===== config.mk =====
export PLATFORM = sky130hd
export DESIGN_NAME = bfx_exec
export DESIGN_NICKNAME = d
export VERILOG_FILES = /design/src/hw/bfx_pkg.sv /design/src/hw/bfx_bitops.sv /design/src/hw/bfx_exec.sv
export VERILOG_INCLUDE_DIRS = /design/src /design/src/hw
export SDC_FILE = /design/constraint.sdc
export NUM_CORES = 2
export LEC_CHECK = 0
export BUFFER_PORTS_ARGS = -buffer_cell sky130_fd_sc_hd__buf_4
export CORE_MARGIN = 4
export CORE_UTILIZATION = 30
export DETAILED_ROUTE_END_ITERATION = 12
export PLACE_DENSITY = 0.47
export SYNTH_ARGS = -nofsm -noshare
export SYNTH_HDL_FRONTEND = slang
export SYNTH_SLANG_ARGS = --single-unit

===== constraint.sdc =====
create_clock -name pclk -period 4.3 [get_ports pclk]
set_input_delay 0.645 -clock pclk [delete_from_list [all_inputs] [get_ports pclk]]
set_output_delay 0.645 -clock pclk [all_outputs]
set_load 0.005 [all_outputs]

===== src/hw/bfx_regs.svh =====
// bfx register offsets, field positions, reset values and cycle counts
`ifndef BFX_REGS_SVH
`define BFX_REGS_SVH

`define BFX_OFF_INSTR      12'h000
`define BFX_OFF_STATUS_REGISTER       12'h004
`define BFX_OFF_PC         12'h008
`define BFX_OFF_STAT       12'h00C
`define BFX_OFF_RETIRED    12'h010
`define BFX_GPR_TAG        5'h02
`define BFX_IO_TAG         4'h2

`define BFX_STAT_BUSY      0
`define BFX_STAT_ILLEGAL   1

`define BFX_OP_MSB         15
`define BFX_OP_LSB         11
`define BFX_ADDR_MSB       10
`define BFX_ADDR_LSB       5
`define BFX_BIT_MSB        2
`define BFX_K_MSB          6

`define BFX_STATUS_REGISTER_RST       8'h00
`define BFX_PC_RST         16'h0000

`define BFX_CYC_BR_NT      2'h1
`define BFX_CYC_BR_TAKEN   2'h2
`define BFX_CYC_IO_CLR     2'h2
`define BFX_CYC_SIMPLE     2'h1

`endif


===== src/hw/bfx_pkg.sv =====
// bfx types: opcodes, states, status flags and the module state record
package bfx_pkg;

    typedef enum logic [4:0] {
        OP_NOP,
        OP_BRANCH_SIGNED_GE,
        OP_BRANCH_SIGNED_LT,
        OP_BRANCH_HALFCARRY_SET,
        OP_BRANCH_HALFCARRY_CLEAR,
        OP_BRANCH_XFER_FLAG_SET,
        OP_BRANCH_XFER_FLAG_CLEAR,
        OP_BRANCH_OVERFLOW_SET,
        OP_BRANCH_OVERFLOW_CLEAR,
        OP_BRANCH_IRQ_ENABLED,
        OP_BRANCH_IRQ_DISABLED,
        OP_IO_BIT_CLEAR,
        OP_ROTATE_LEFT_CARRY,
        OP_ROTATE_RIGHT_CARRY,
        OP_BIT_TO_XFER_FLAG,
        OP_XFER_FLAG_TO_BIT,
        OP_OVERFLOW_FLAG_SET,
        OP_OVERFLOW_FLAG_CLEAR,
        OP_SIGNED_FLAG_SET,
        OP_SIGNED_FLAG_CLEAR,
        OP_HALFCARRY_FLAG_SET,
        OP_HALFCARRY_FLAG_CLEAR
    } bfx_op_e;

    typedef enum logic [1:0] {
        BFX_IDLE,
        BFX_EXEC,
        BFX_WAIT
    } bfx_state_e;

    typedef struct packed {
        logic i;
        logic t;
        logic h;
        logic s;
        logic v;
        logic n;
        logic z;
        logic c;
    } bfx_status_register_s;

    typedef struct packed {
        logic [31:0][7:0] gpr;
        logic [63:0][7:0] io;
        bfx_status_register_s        status_register;
        logic [15:0]      pc;
        logic [15:0]      instr;
        logic [15:0]      retired;
        bfx_state_e       state;
        logic             busy;
        logic             illegal;
        logic             pready;
        logic             pslverr;
        logic [31:0]      prdata;
    } bfx_state_s;

endpackage : bfx_pkg


===== src/hw/bfx_bitops.sv =====
// bfx branch condition and rotate-through-carry datapath
`timescale 1ns/10ps
`include "bfx_regs.svh"

module bfx_bitops
    import bfx_pkg::*;
(
    // instruction and operands
    input  wire logic      [4:0] op,
    input  wire logic      [7:0] operand,
    input  wire bfx_status_register_s       status_register_in,
    // results
    output logic                 take,
    output logic           [7:0] rot_res,
    output bfx_status_register_s            rot_status_register
);

    function automatic logic branch_cond(input bfx_op_e o, input bfx_status_register_s f);
        logic r;
        r = 1'b0;
        unique case (o)
            OP_BRANCH_SIGNED_GE:       r = ~(f.n ^ f.v);
            OP_BRANCH_SIGNED_LT:       r = f.n ^ f.v;
            OP_BRANCH_HALFCARRY_SET:   r = f.h;
            OP_BRANCH_HALFCARRY_CLEAR: r = ~f.h;
            OP_BRANCH_XFER_FLAG_SET:   r = f.t;
            OP_BRANCH_XFER_FLAG_CLEAR: r = ~f.t;
            OP_BRANCH_OVERFLOW_SET:    r = f.v;
            OP_BRANCH_OVERFLOW_CLEAR:  r = ~f.v;
            OP_BRANCH_IRQ_ENABLED:     r = f.i;
            OP_BRANCH_IRQ_DISABLED:    r = ~f.i;
            default:                   r = 1'b0;
        endcase
        return r;
    endfunction : branch_cond

    // {carry out, result}
    function automatic logic [8:0] rotate(input logic left, input logic cin,
                                          input logic [7:0] d);
        logic [8:0] r;
        r = left ? {d[7], d[6:0], cin} : {d[0], cin, d[7:1]};
        return r;
    endfunction : rotate

    logic       left_w;
    logic [8:0] rot_w;

    assign left_w = (bfx_op_e'(op) == OP_ROTATE_LEFT_CARRY);
    assign rot_w  = rotate(left_w, status_register_in.c, operand);      // see RULE8
    assign take   = branch_cond(bfx_op_e'(op), status_register_in);     // see RULE1
    assign rot_res = rot_w[7:0];

    // s, h, t, i are left as they were
    always_comb
    begin
        rot_status_register   = status_register_in;
        rot_status_register.c = rot_w[8];                               // see RULE9
        rot_status_register.z = (rot_w[7:0] == 8'h00);
        rot_status_register.n = rot_w[7];
        rot_status_register.v = rot_w[7] ^ rot_w[8];
    end

endmodule : bfx_bitops


===== src/hw/bfx_exec.sv =====
// bfx instruction executor for branches, bit, rotate and flag ops, APB slave
// Operation
// RULE1: signed ge branch taken when N xor V clear
// RULE2: signed lt branch taken when N xor V set
// RULE3: halfcarry branch pair tests H flag
// RULE4: transfer-flag branch pair tests T flag
// RULE5: overflow branch pair tests V flag
// RULE6: irq branch pair tests I flag
// RULE7: io bit clear zeroes one bit, two cycles
// RULE8: rotate left through carry, sets ZCNV
// RULE9: rotate right through carry, sets ZCNV
// RULE10: bit store copies register bit to T
// RULE11: bit load copies T into register bit
// RULE12: set or clear overflow flag only
// RULE13: set or clear signed flag only
// RULE14: set or clear halfcarry flag only
// RULE15: multi-cycle ops stall the next instruction
//
// Added by the designer: the register offsets and the APB register port.
`timescale 1ns/10ps
`include "bfx_regs.svh"

module bfx_exec
    import bfx_pkg::*;
(
    // clock, reset, enable
    input  wire logic        pclk,
    input  wire logic        presetn,
    input  wire logic        ce,
    // apb slave
    input  wire logic        psel,
    input  wire logic        penable,
    input  wire logic        pwrite,
    input  wire logic [11:0] paddr,
    input  wire logic [31:0] pwdata,
    output logic      [31:0] prdata,
    output logic             pready,
    output logic             pslverr,
    // core status
    output logic             exec_busy
);

    function automatic logic is_gpr(input logic [11:0] a);
        return (a[11:7] == `BFX_GPR_TAG) && (a[1:0] == 2'h0);
    endfunction : is_gpr

    function automatic logic is_io(input logic [11:0] a);
        return (a[11:8] == `BFX_IO_TAG) && (a[1:0] == 2'h0);
    endfunction : is_io

    bfx_state_s r;
    bfx_state_s n;

    bfx_op_e     op_w;
    logic [4:0]  gra_w;
    logic [5:0]  ioa_w;
    logic [2:0]  bit_w;
    logic [7:0]  mask_w;
    logic [7:0]  opnd_w;
    logic [15:0] pc_inc_w;
    logic [15:0] tgt_w;
    logic        take_w;
    logic        is_br_w;
    logic [7:0]  rot_res_w;
    bfx_status_register_s   rot_status_register_w;
    logic        acc_w;
    logic        ex_w;

    assign op_w     = bfx_op_e'(r.instr[`BFX_OP_MSB:`BFX_OP_LSB]);
    assign ioa_w    = r.instr[`BFX_ADDR_MSB:`BFX_ADDR_LSB];
    assign gra_w    = ioa_w[4:0];
    assign bit_w    = r.instr[`BFX_BIT_MSB:0];
    assign mask_w   = 8'h01 << bit_w;
    assign opnd_w   = r.gpr[gra_w];
    assign pc_inc_w = r.pc + 16'h0001;
    assign tgt_w    = pc_inc_w
                    + {{9{r.instr[`BFX_K_MSB]}}, r.instr[`BFX_K_MSB:0]};
    assign is_br_w  = (op_w >= OP_BRANCH_SIGNED_GE)
                    && (op_w <= OP_BRANCH_IRQ_DISABLED);
    assign acc_w    = psel && penable && !r.pready;
    assign ex_w     = ce && (r.state == BFX_EXEC);

    bfx_bitops u_bitops (
        .op       (r.instr[`BFX_OP_MSB:`BFX_OP_LSB]),
        .operand  (opnd_w),
        .status_register_in  (r.status_register),
        .take     (take_w),
        .rot_res  (rot_res_w),
        .rot_status_register (rot_status_register_w)
    );

    always_comb
    begin
        n         = r;
        n.pready  = 1'b0;
        n.pslverr = 1'b0;

        // bus side; any write waits while an op is in flight
        if (acc_w && !(pwrite && r.state != BFX_IDLE))       // see RULE15
        begin
            n.pready = 1'b1;
            if (pwrite)
            begin
                if (paddr == `BFX_OFF_INSTR)
                begin
                    n.instr = pwdata[15:0];
                    n.state = BFX_EXEC;
                end
                else if (paddr == `BFX_OFF_STATUS_REGISTER)
                    n.status_register = bfx_status_register_s'(pwdata[7:0]);
                else if (paddr == `BFX_OFF_PC)
                    n.pc = pwdata[15:0];
                else if (paddr == `BFX_OFF_STAT)
                begin
                    if (pwdata[`BFX_STAT_ILLEGAL])
                        n.illegal = 1'b0;
                end
                else if (is_gpr(paddr))
                    n.gpr[paddr[6:2]] = pwdata[7:0];
                else if (is_io(paddr))
                    n.io[paddr[7:2]] = pwdata[7:0];
                else
                    n.pslverr = 1'b1;
            end
            else
            begin
                n.prdata = 32'h0000_0000;
                if (paddr == `BFX_OFF_INSTR)
                    n.prdata[15:0] = r.instr;
                else if (paddr == `BFX_OFF_STATUS_REGISTER)
                    n.prdata[7:0] = r.status_register;
                else if (paddr == `BFX_OFF_PC)
                    n.prdata[15:0] = r.pc;
                else if (paddr == `BFX_OFF_STAT)
                begin
                    n.prdata[`BFX_STAT_BUSY]    = r.busy;
                    n.prdata[`BFX_STAT_ILLEGAL] = r.illegal;
                end
                else if (paddr == `BFX_OFF_RETIRED)
                    n.prdata[15:0] = r.retired;
                else if (is_gpr(paddr))
                    n.prdata[7:0] = r.gpr[paddr[6:2]];
                else if (is_io(paddr))
                    n.prdata[7:0] = r.io[paddr[7:2]];
                else
                    n.pslverr = 1'b1;
            end
        end

        unique case (r.state)
            BFX_IDLE:
            begin
            end
            BFX_EXEC:
            begin
                n.retired = r.retired + 16'h0001;
                n.pc      = pc_inc_w;
                n.state   = (`BFX_CYC_SIMPLE == 2'h2) ? BFX_WAIT : BFX_IDLE;
                if (is_br_w)
                begin
                    // flags untouched on every branch
                    if (take_w)                     // see RULE2 RULE3 RULE5
                    begin
                        n.pc    = tgt_w;            // see RULE4 RULE6
                        n.state = (`BFX_CYC_BR_TAKEN == 2'h2)
                                ? BFX_WAIT : BFX_IDLE;
                    end
                    else
                        n.state = (`BFX_CYC_BR_NT == 2'h2)
                                ? BFX_WAIT : BFX_IDLE;
                end
                else
                begin
                    unique case (op_w)
                        OP_IO_BIT_CLEAR:
                        begin
                            n.io[ioa_w][bit_w] = 1'b0;           // see RULE7
                            n.state = (`BFX_CYC_IO_CLR == 2'h2)
                                    ? BFX_WAIT : BFX_IDLE;
                        end
                        OP_ROTATE_LEFT_CARRY,
                        OP_ROTATE_RIGHT_CARRY:
                        begin
                            n.gpr[gra_w] = rot_res_w;       // see RULE8
                            n.status_register       = rot_status_register_w;      // see RULE9
                        end
                        OP_BIT_TO_XFER_FLAG:
                            n.status_register.t = opnd_w[bit_w];       // see RULE10
                        OP_XFER_FLAG_TO_BIT:
                            n.gpr[gra_w][bit_w] = r.status_register.t; // see RULE11
                        OP_OVERFLOW_FLAG_SET:
                            n.status_register.v = 1'b1;                // see RULE12
                        OP_OVERFLOW_FLAG_CLEAR:
                            n.status_register.v = 1'b0;                // see RULE12
                        OP_SIGNED_FLAG_SET:
                            n.status_register.s = 1'b1;                // see RULE13
                        OP_SIGNED_FLAG_CLEAR:
                            n.status_register.s = 1'b0;                // see RULE13
                        OP_HALFCARRY_FLAG_SET:
                            n.status_register.h = 1'b1;                // see RULE14
                        OP_HALFCARRY_FLAG_CLEAR:
                            n.status_register.h = 1'b0;                // see RULE14
                        OP_NOP:
                        begin
                        end
                        // unknown code: skip it but leave a sticky trace
                        default:
                            n.illegal = 1'b1;
                    endcase
                end
            end
            // second cycle of a two-cycle op, no state changes
            BFX_WAIT:
                n.state = BFX_IDLE;                         // see RULE15
        endcase

        n.busy = (n.state != BFX_IDLE);
    end

    // all-zero reset: IDLE is the first enum member, flags and pc clear
    always_ff @(posedge pclk or negedge presetn)
    begin
        if (!presetn)
            r <= '0;
        else if (ce)
            r <= n;
    end

    assign prdata    = r.prdata;
    assign pready    = r.pready;
    assign pslverr   = r.pslverr;
    assign exec_busy = r.busy;

    logic [7:0] status_register_w;
    logic [7:0] io_cleared_w;
    logic [7:0] rol_exp_w;
    logic [7:0] ror_exp_w;
    logic       selbit_w;

    assign status_register_w       = r.status_register;
    assign io_cleared_w = r.io[ioa_w] & ~mask_w;
    assign rol_exp_w    = {opnd_w[6:0], r.status_register.c};
    assign ror_exp_w    = {r.status_register.c, opnd_w[7:1]};
    assign selbit_w     = opnd_w[bit_w];
endmodule : bfx_exec


==> results.toml <==
[placement]
dp_cells = 9154
gp_congestion = 1.11
dp_hpwl_um = 273000
io_buffers = 52

[clock_tree]
htree_levels = 3
post_cts.repair.setup_buffers = 0
root_buffer = "clkbuf_16"
clk_latency_ns = 0.81
cts_buffers = 110
clockBufferDepth = 3
cts_tree = "yes"
cts.sinks = 846
clk_pin_slew_ns = 0.06

[drt]
viasPerCell = 6.80
drtIter0Drc = 11126
antenna_left = 0
firstDrtPassIters = 8
drc_errors = 0
wire_per_inst_um = 40.4
vias = 63748
routed_wirelength_um = 378000

[pwr]
power_density_mw_per_mm2 = 309
leakage_nw = 25.4
ir_worst_vdd_mv = 0.309

[logic_synthesis]
synth_cell_types = 84
synth_cells = 6633
synth_top_family_by_area = "compound AO/OA/AOI/OAI gates"
ys_ff_latch = 846
synth_ff_type = "dfrtp_1"
syn_area_sq_mm = 0.0560
synth_edf_count = 0
synth_compound_area_share_pct = 26.1
synthXorXnorAreaFrac_pct = 0.689
synth-simple-area-share_pct = 18.3
synth_warnings = 0
synth-seq-area-share_pct = 37.8
synthArstFlopShare_pct = 100
synth.avg_cell_area_sq_um = 8.44
yosys.area_share.adder_pct = 0.483
synth.area.mux_share_pct = 11.6

[global_route]
grt_pass1_wl_um = 510000
overflow = 0
antenna_found_initial = 23
grt_max_degree = 135
grt_usage_pct = 37.8
grt_pass1_vias = 58258

[outcome]
status = "complete, no violations"

[sta]
rsz0062_at_grt = "false"
max_freq_mhz = 260
skew_ns = 0.0365
tns_ns = 0
drv_slew = 0
holdWs_ns = 0.100
setup_viol = 0
relSlewSlack_pct = 11.7
tightest_slew_ns = 1.32
hold_violations = 0
fin_crit_sh_pct = 89.5
min_period_ns = 3.85

[floorplan]
rows = 158
core_sq_mm = 0.185
initial_core_util_pct = 30.2
die-width_um = 440
die_y_um = 440
io_pins = 85
dieArea_sq_mm = 0.193

[cells_and_area]
layout.nets = 6859
drive_gt1_share_pct = 16.1
stdcell_count = 9372
syn_to_final_growth_pct = 17.7

[setup_path]
end_kind = "register"
slowest_delay_ns = 0.93
arrival_ns = 4.49
path_class = "register to register"
critical_path.cell_chain = "buf_12 -> mux4_2 -> a22oi_1 -> and4_1 -> nor3b_1 -> a31oi_1 -> o21ai_0 -> a2111oi_0 -> a221oi_1"
reg2reg_to = "r[92]"
crit_required_ns = 4.94
worstPathBufferInverterCount = 1
reg2reg_slack_ns = 0.45
crit_fanout = 29
cp_top_family = "compound AO/OA/AOI/OAI gates"
cp-start-kind = "register"
r2r_start = "gra_w[1]"
r2r_cells = 9
cpMaxStageDelayCell = "dfrtp_4"

[flow_run]
max_cap_viol_count = 0

[worst_hold_path]
holdPathStages = 2
worstHoldEndpoint = "op_w[1]"
worstHoldStart = "pwdata[12]"
worst_hold_path_type = "input port to register"
flip-flops by register name, summed over array words and instances (netlist names), 3 cells and up:
register  count
r           813
op_w          5
bit_w         3
gra_w         5
prdata       16
worst register-to-register path: stages (launching register included):
cell and delay (ns):
dfrtp_4 0.93, buf_12 0.35, mux4_2 0.64, a22oi_1 0.17
and4_1 0.50, nor3b_1 0.11, a31oi_1 0.14, o21ai_0 0.10
a2111oi_0 0.64, a221oi_1 0.10
logic make-up (layout without fill, tap and decap cells):
logic type | after synthesis | in the layout
flip-flops | 846 | 846
adder cells (fa/ha/maj) | 21 | 21
multiplexers | 404 | 404
XOR/XNOR | 44 | 44
buffers and inverters | 639 | 866
AO/OA/AOI/OAI | 2246 | 2246
other | 1 | 33
AND/OR/NAND/NOR | 2432 | 2432
area by class of cell:
cell class                      count  area (sq um)
Fill cell                       19328        120000
Multi-Input combinational cell   5163         32200
Sequential cell                   846         21200
Timing Repair Buffer              647          5400
Clock buffer                      158          3290
Tap cell                         2480          3100
Clock inverter                     41           557
Inverter                           20          76.3
Antenna cell                       17          42.5
through the flow:
stage	cell area, sq um	setup WS (ns)	total power, mW	util, %
floorplan	56000	1.34	9.19	-
global placement	62000	-0.143	10.2	33.4
detailed placement	62000	-0.0548	10.2	33.4
CTS	65800	0.484	20.3	35.5
global route	65800	0.363	20.7	35.5
finish	65900	0.453	20.4	35.5
where the power goes:
part | total, mW | switching [mW] | internal [mW]
combinational | 1.89 | 1.37 | 0.518
clock | 10.2 | 4.24 | 5.99
sequential | 8.24 | 0.166 | 8.07
total | 20.4 | 5.78 | 14.6
metal layers:
metal  vias to the layer above  global-route usage (%)  wire length [um]
li1                      25079                       -                 -
met1                     32294                    49.9            147000
met2                      5140                    51.5            149000
met3                      1217                    12.1             47600
met4                        18                    27.6             34300
met5                         -                   0.328               202
synthesized netlist by cell type (16+ instances only):
cell	count	share of area [%]
nor2_1	909	6.1
nand2_1	878	5.9
o21ai_0	869	7.8
dfrtp_1	846	38
clkbuf_1	448	3.0
a21oi_1	357	3.2
nor3_1	351	3.1
o41ai_1	230	3.6
mux4_2	187	7.5
mux2i_1	185	3.3
nand3_1	126	1.1
a221o_1	115	2.1
a22o_1	84	1.3
buf_2	84	0.75
o31ai_1	78	1.0
o22ai_1	76	0.85
a22oi_1	75	1.0
a21o_1	71	0.95
a31oi_1	50	0.56
o2bb2ai_1	45	0.70
a32o_1	43	0.77
buf_1	34	0.23
buf_4	34	0.46
mux2_2	29	0.58
xnor2_1	29	0.45
and2_1	22	0.25
and3_1	20	0.22
ha_1	20	0.45
inv_1	17	0.11
nand4_1	17	0.19
o211ai_1	17	0.23
buf_6	16	0.32
how the worst max path moves through the flow:
| stage | from | to | slack (ns) | cells after the start |
|---|---|---|---|---|
| floorplan | paddr[3] | prdata[1] | 1.34 | 9 |
| global placement | paddr[2] | prdata[0] | -0.14 | 8 |
| detailed placement | paddr[2] | prdata[0] | -0.05 | 8 |
| CTS | gra_w[1] | r[610] | 0.48 | 8 |
| global route | gra_w[1] | r[92] | 0.36 | 9 |
| finish | gra_w[1] | r[92] | 0.45 | 9 |
timing repair:
action,4_1_cts,5_1_grt
endpoints found under the hold margin,52,0
hold buffers,1,0
endpoints found under the setup margin,0,0
gates resized for setup,0,0
cells in the final DEF, fill, tap and decap left out, types with 185 or more instances in the layout:
master     n
a21oi_1  357
buf_4    601
dfrtp_1  844
mux2i_1  185
mux4_2   187
nand2_1  864
nor2_1   900
nor3_1   345
o21ai_0  869
o41ai_1  230
Power figures use the tool's default switching activity.
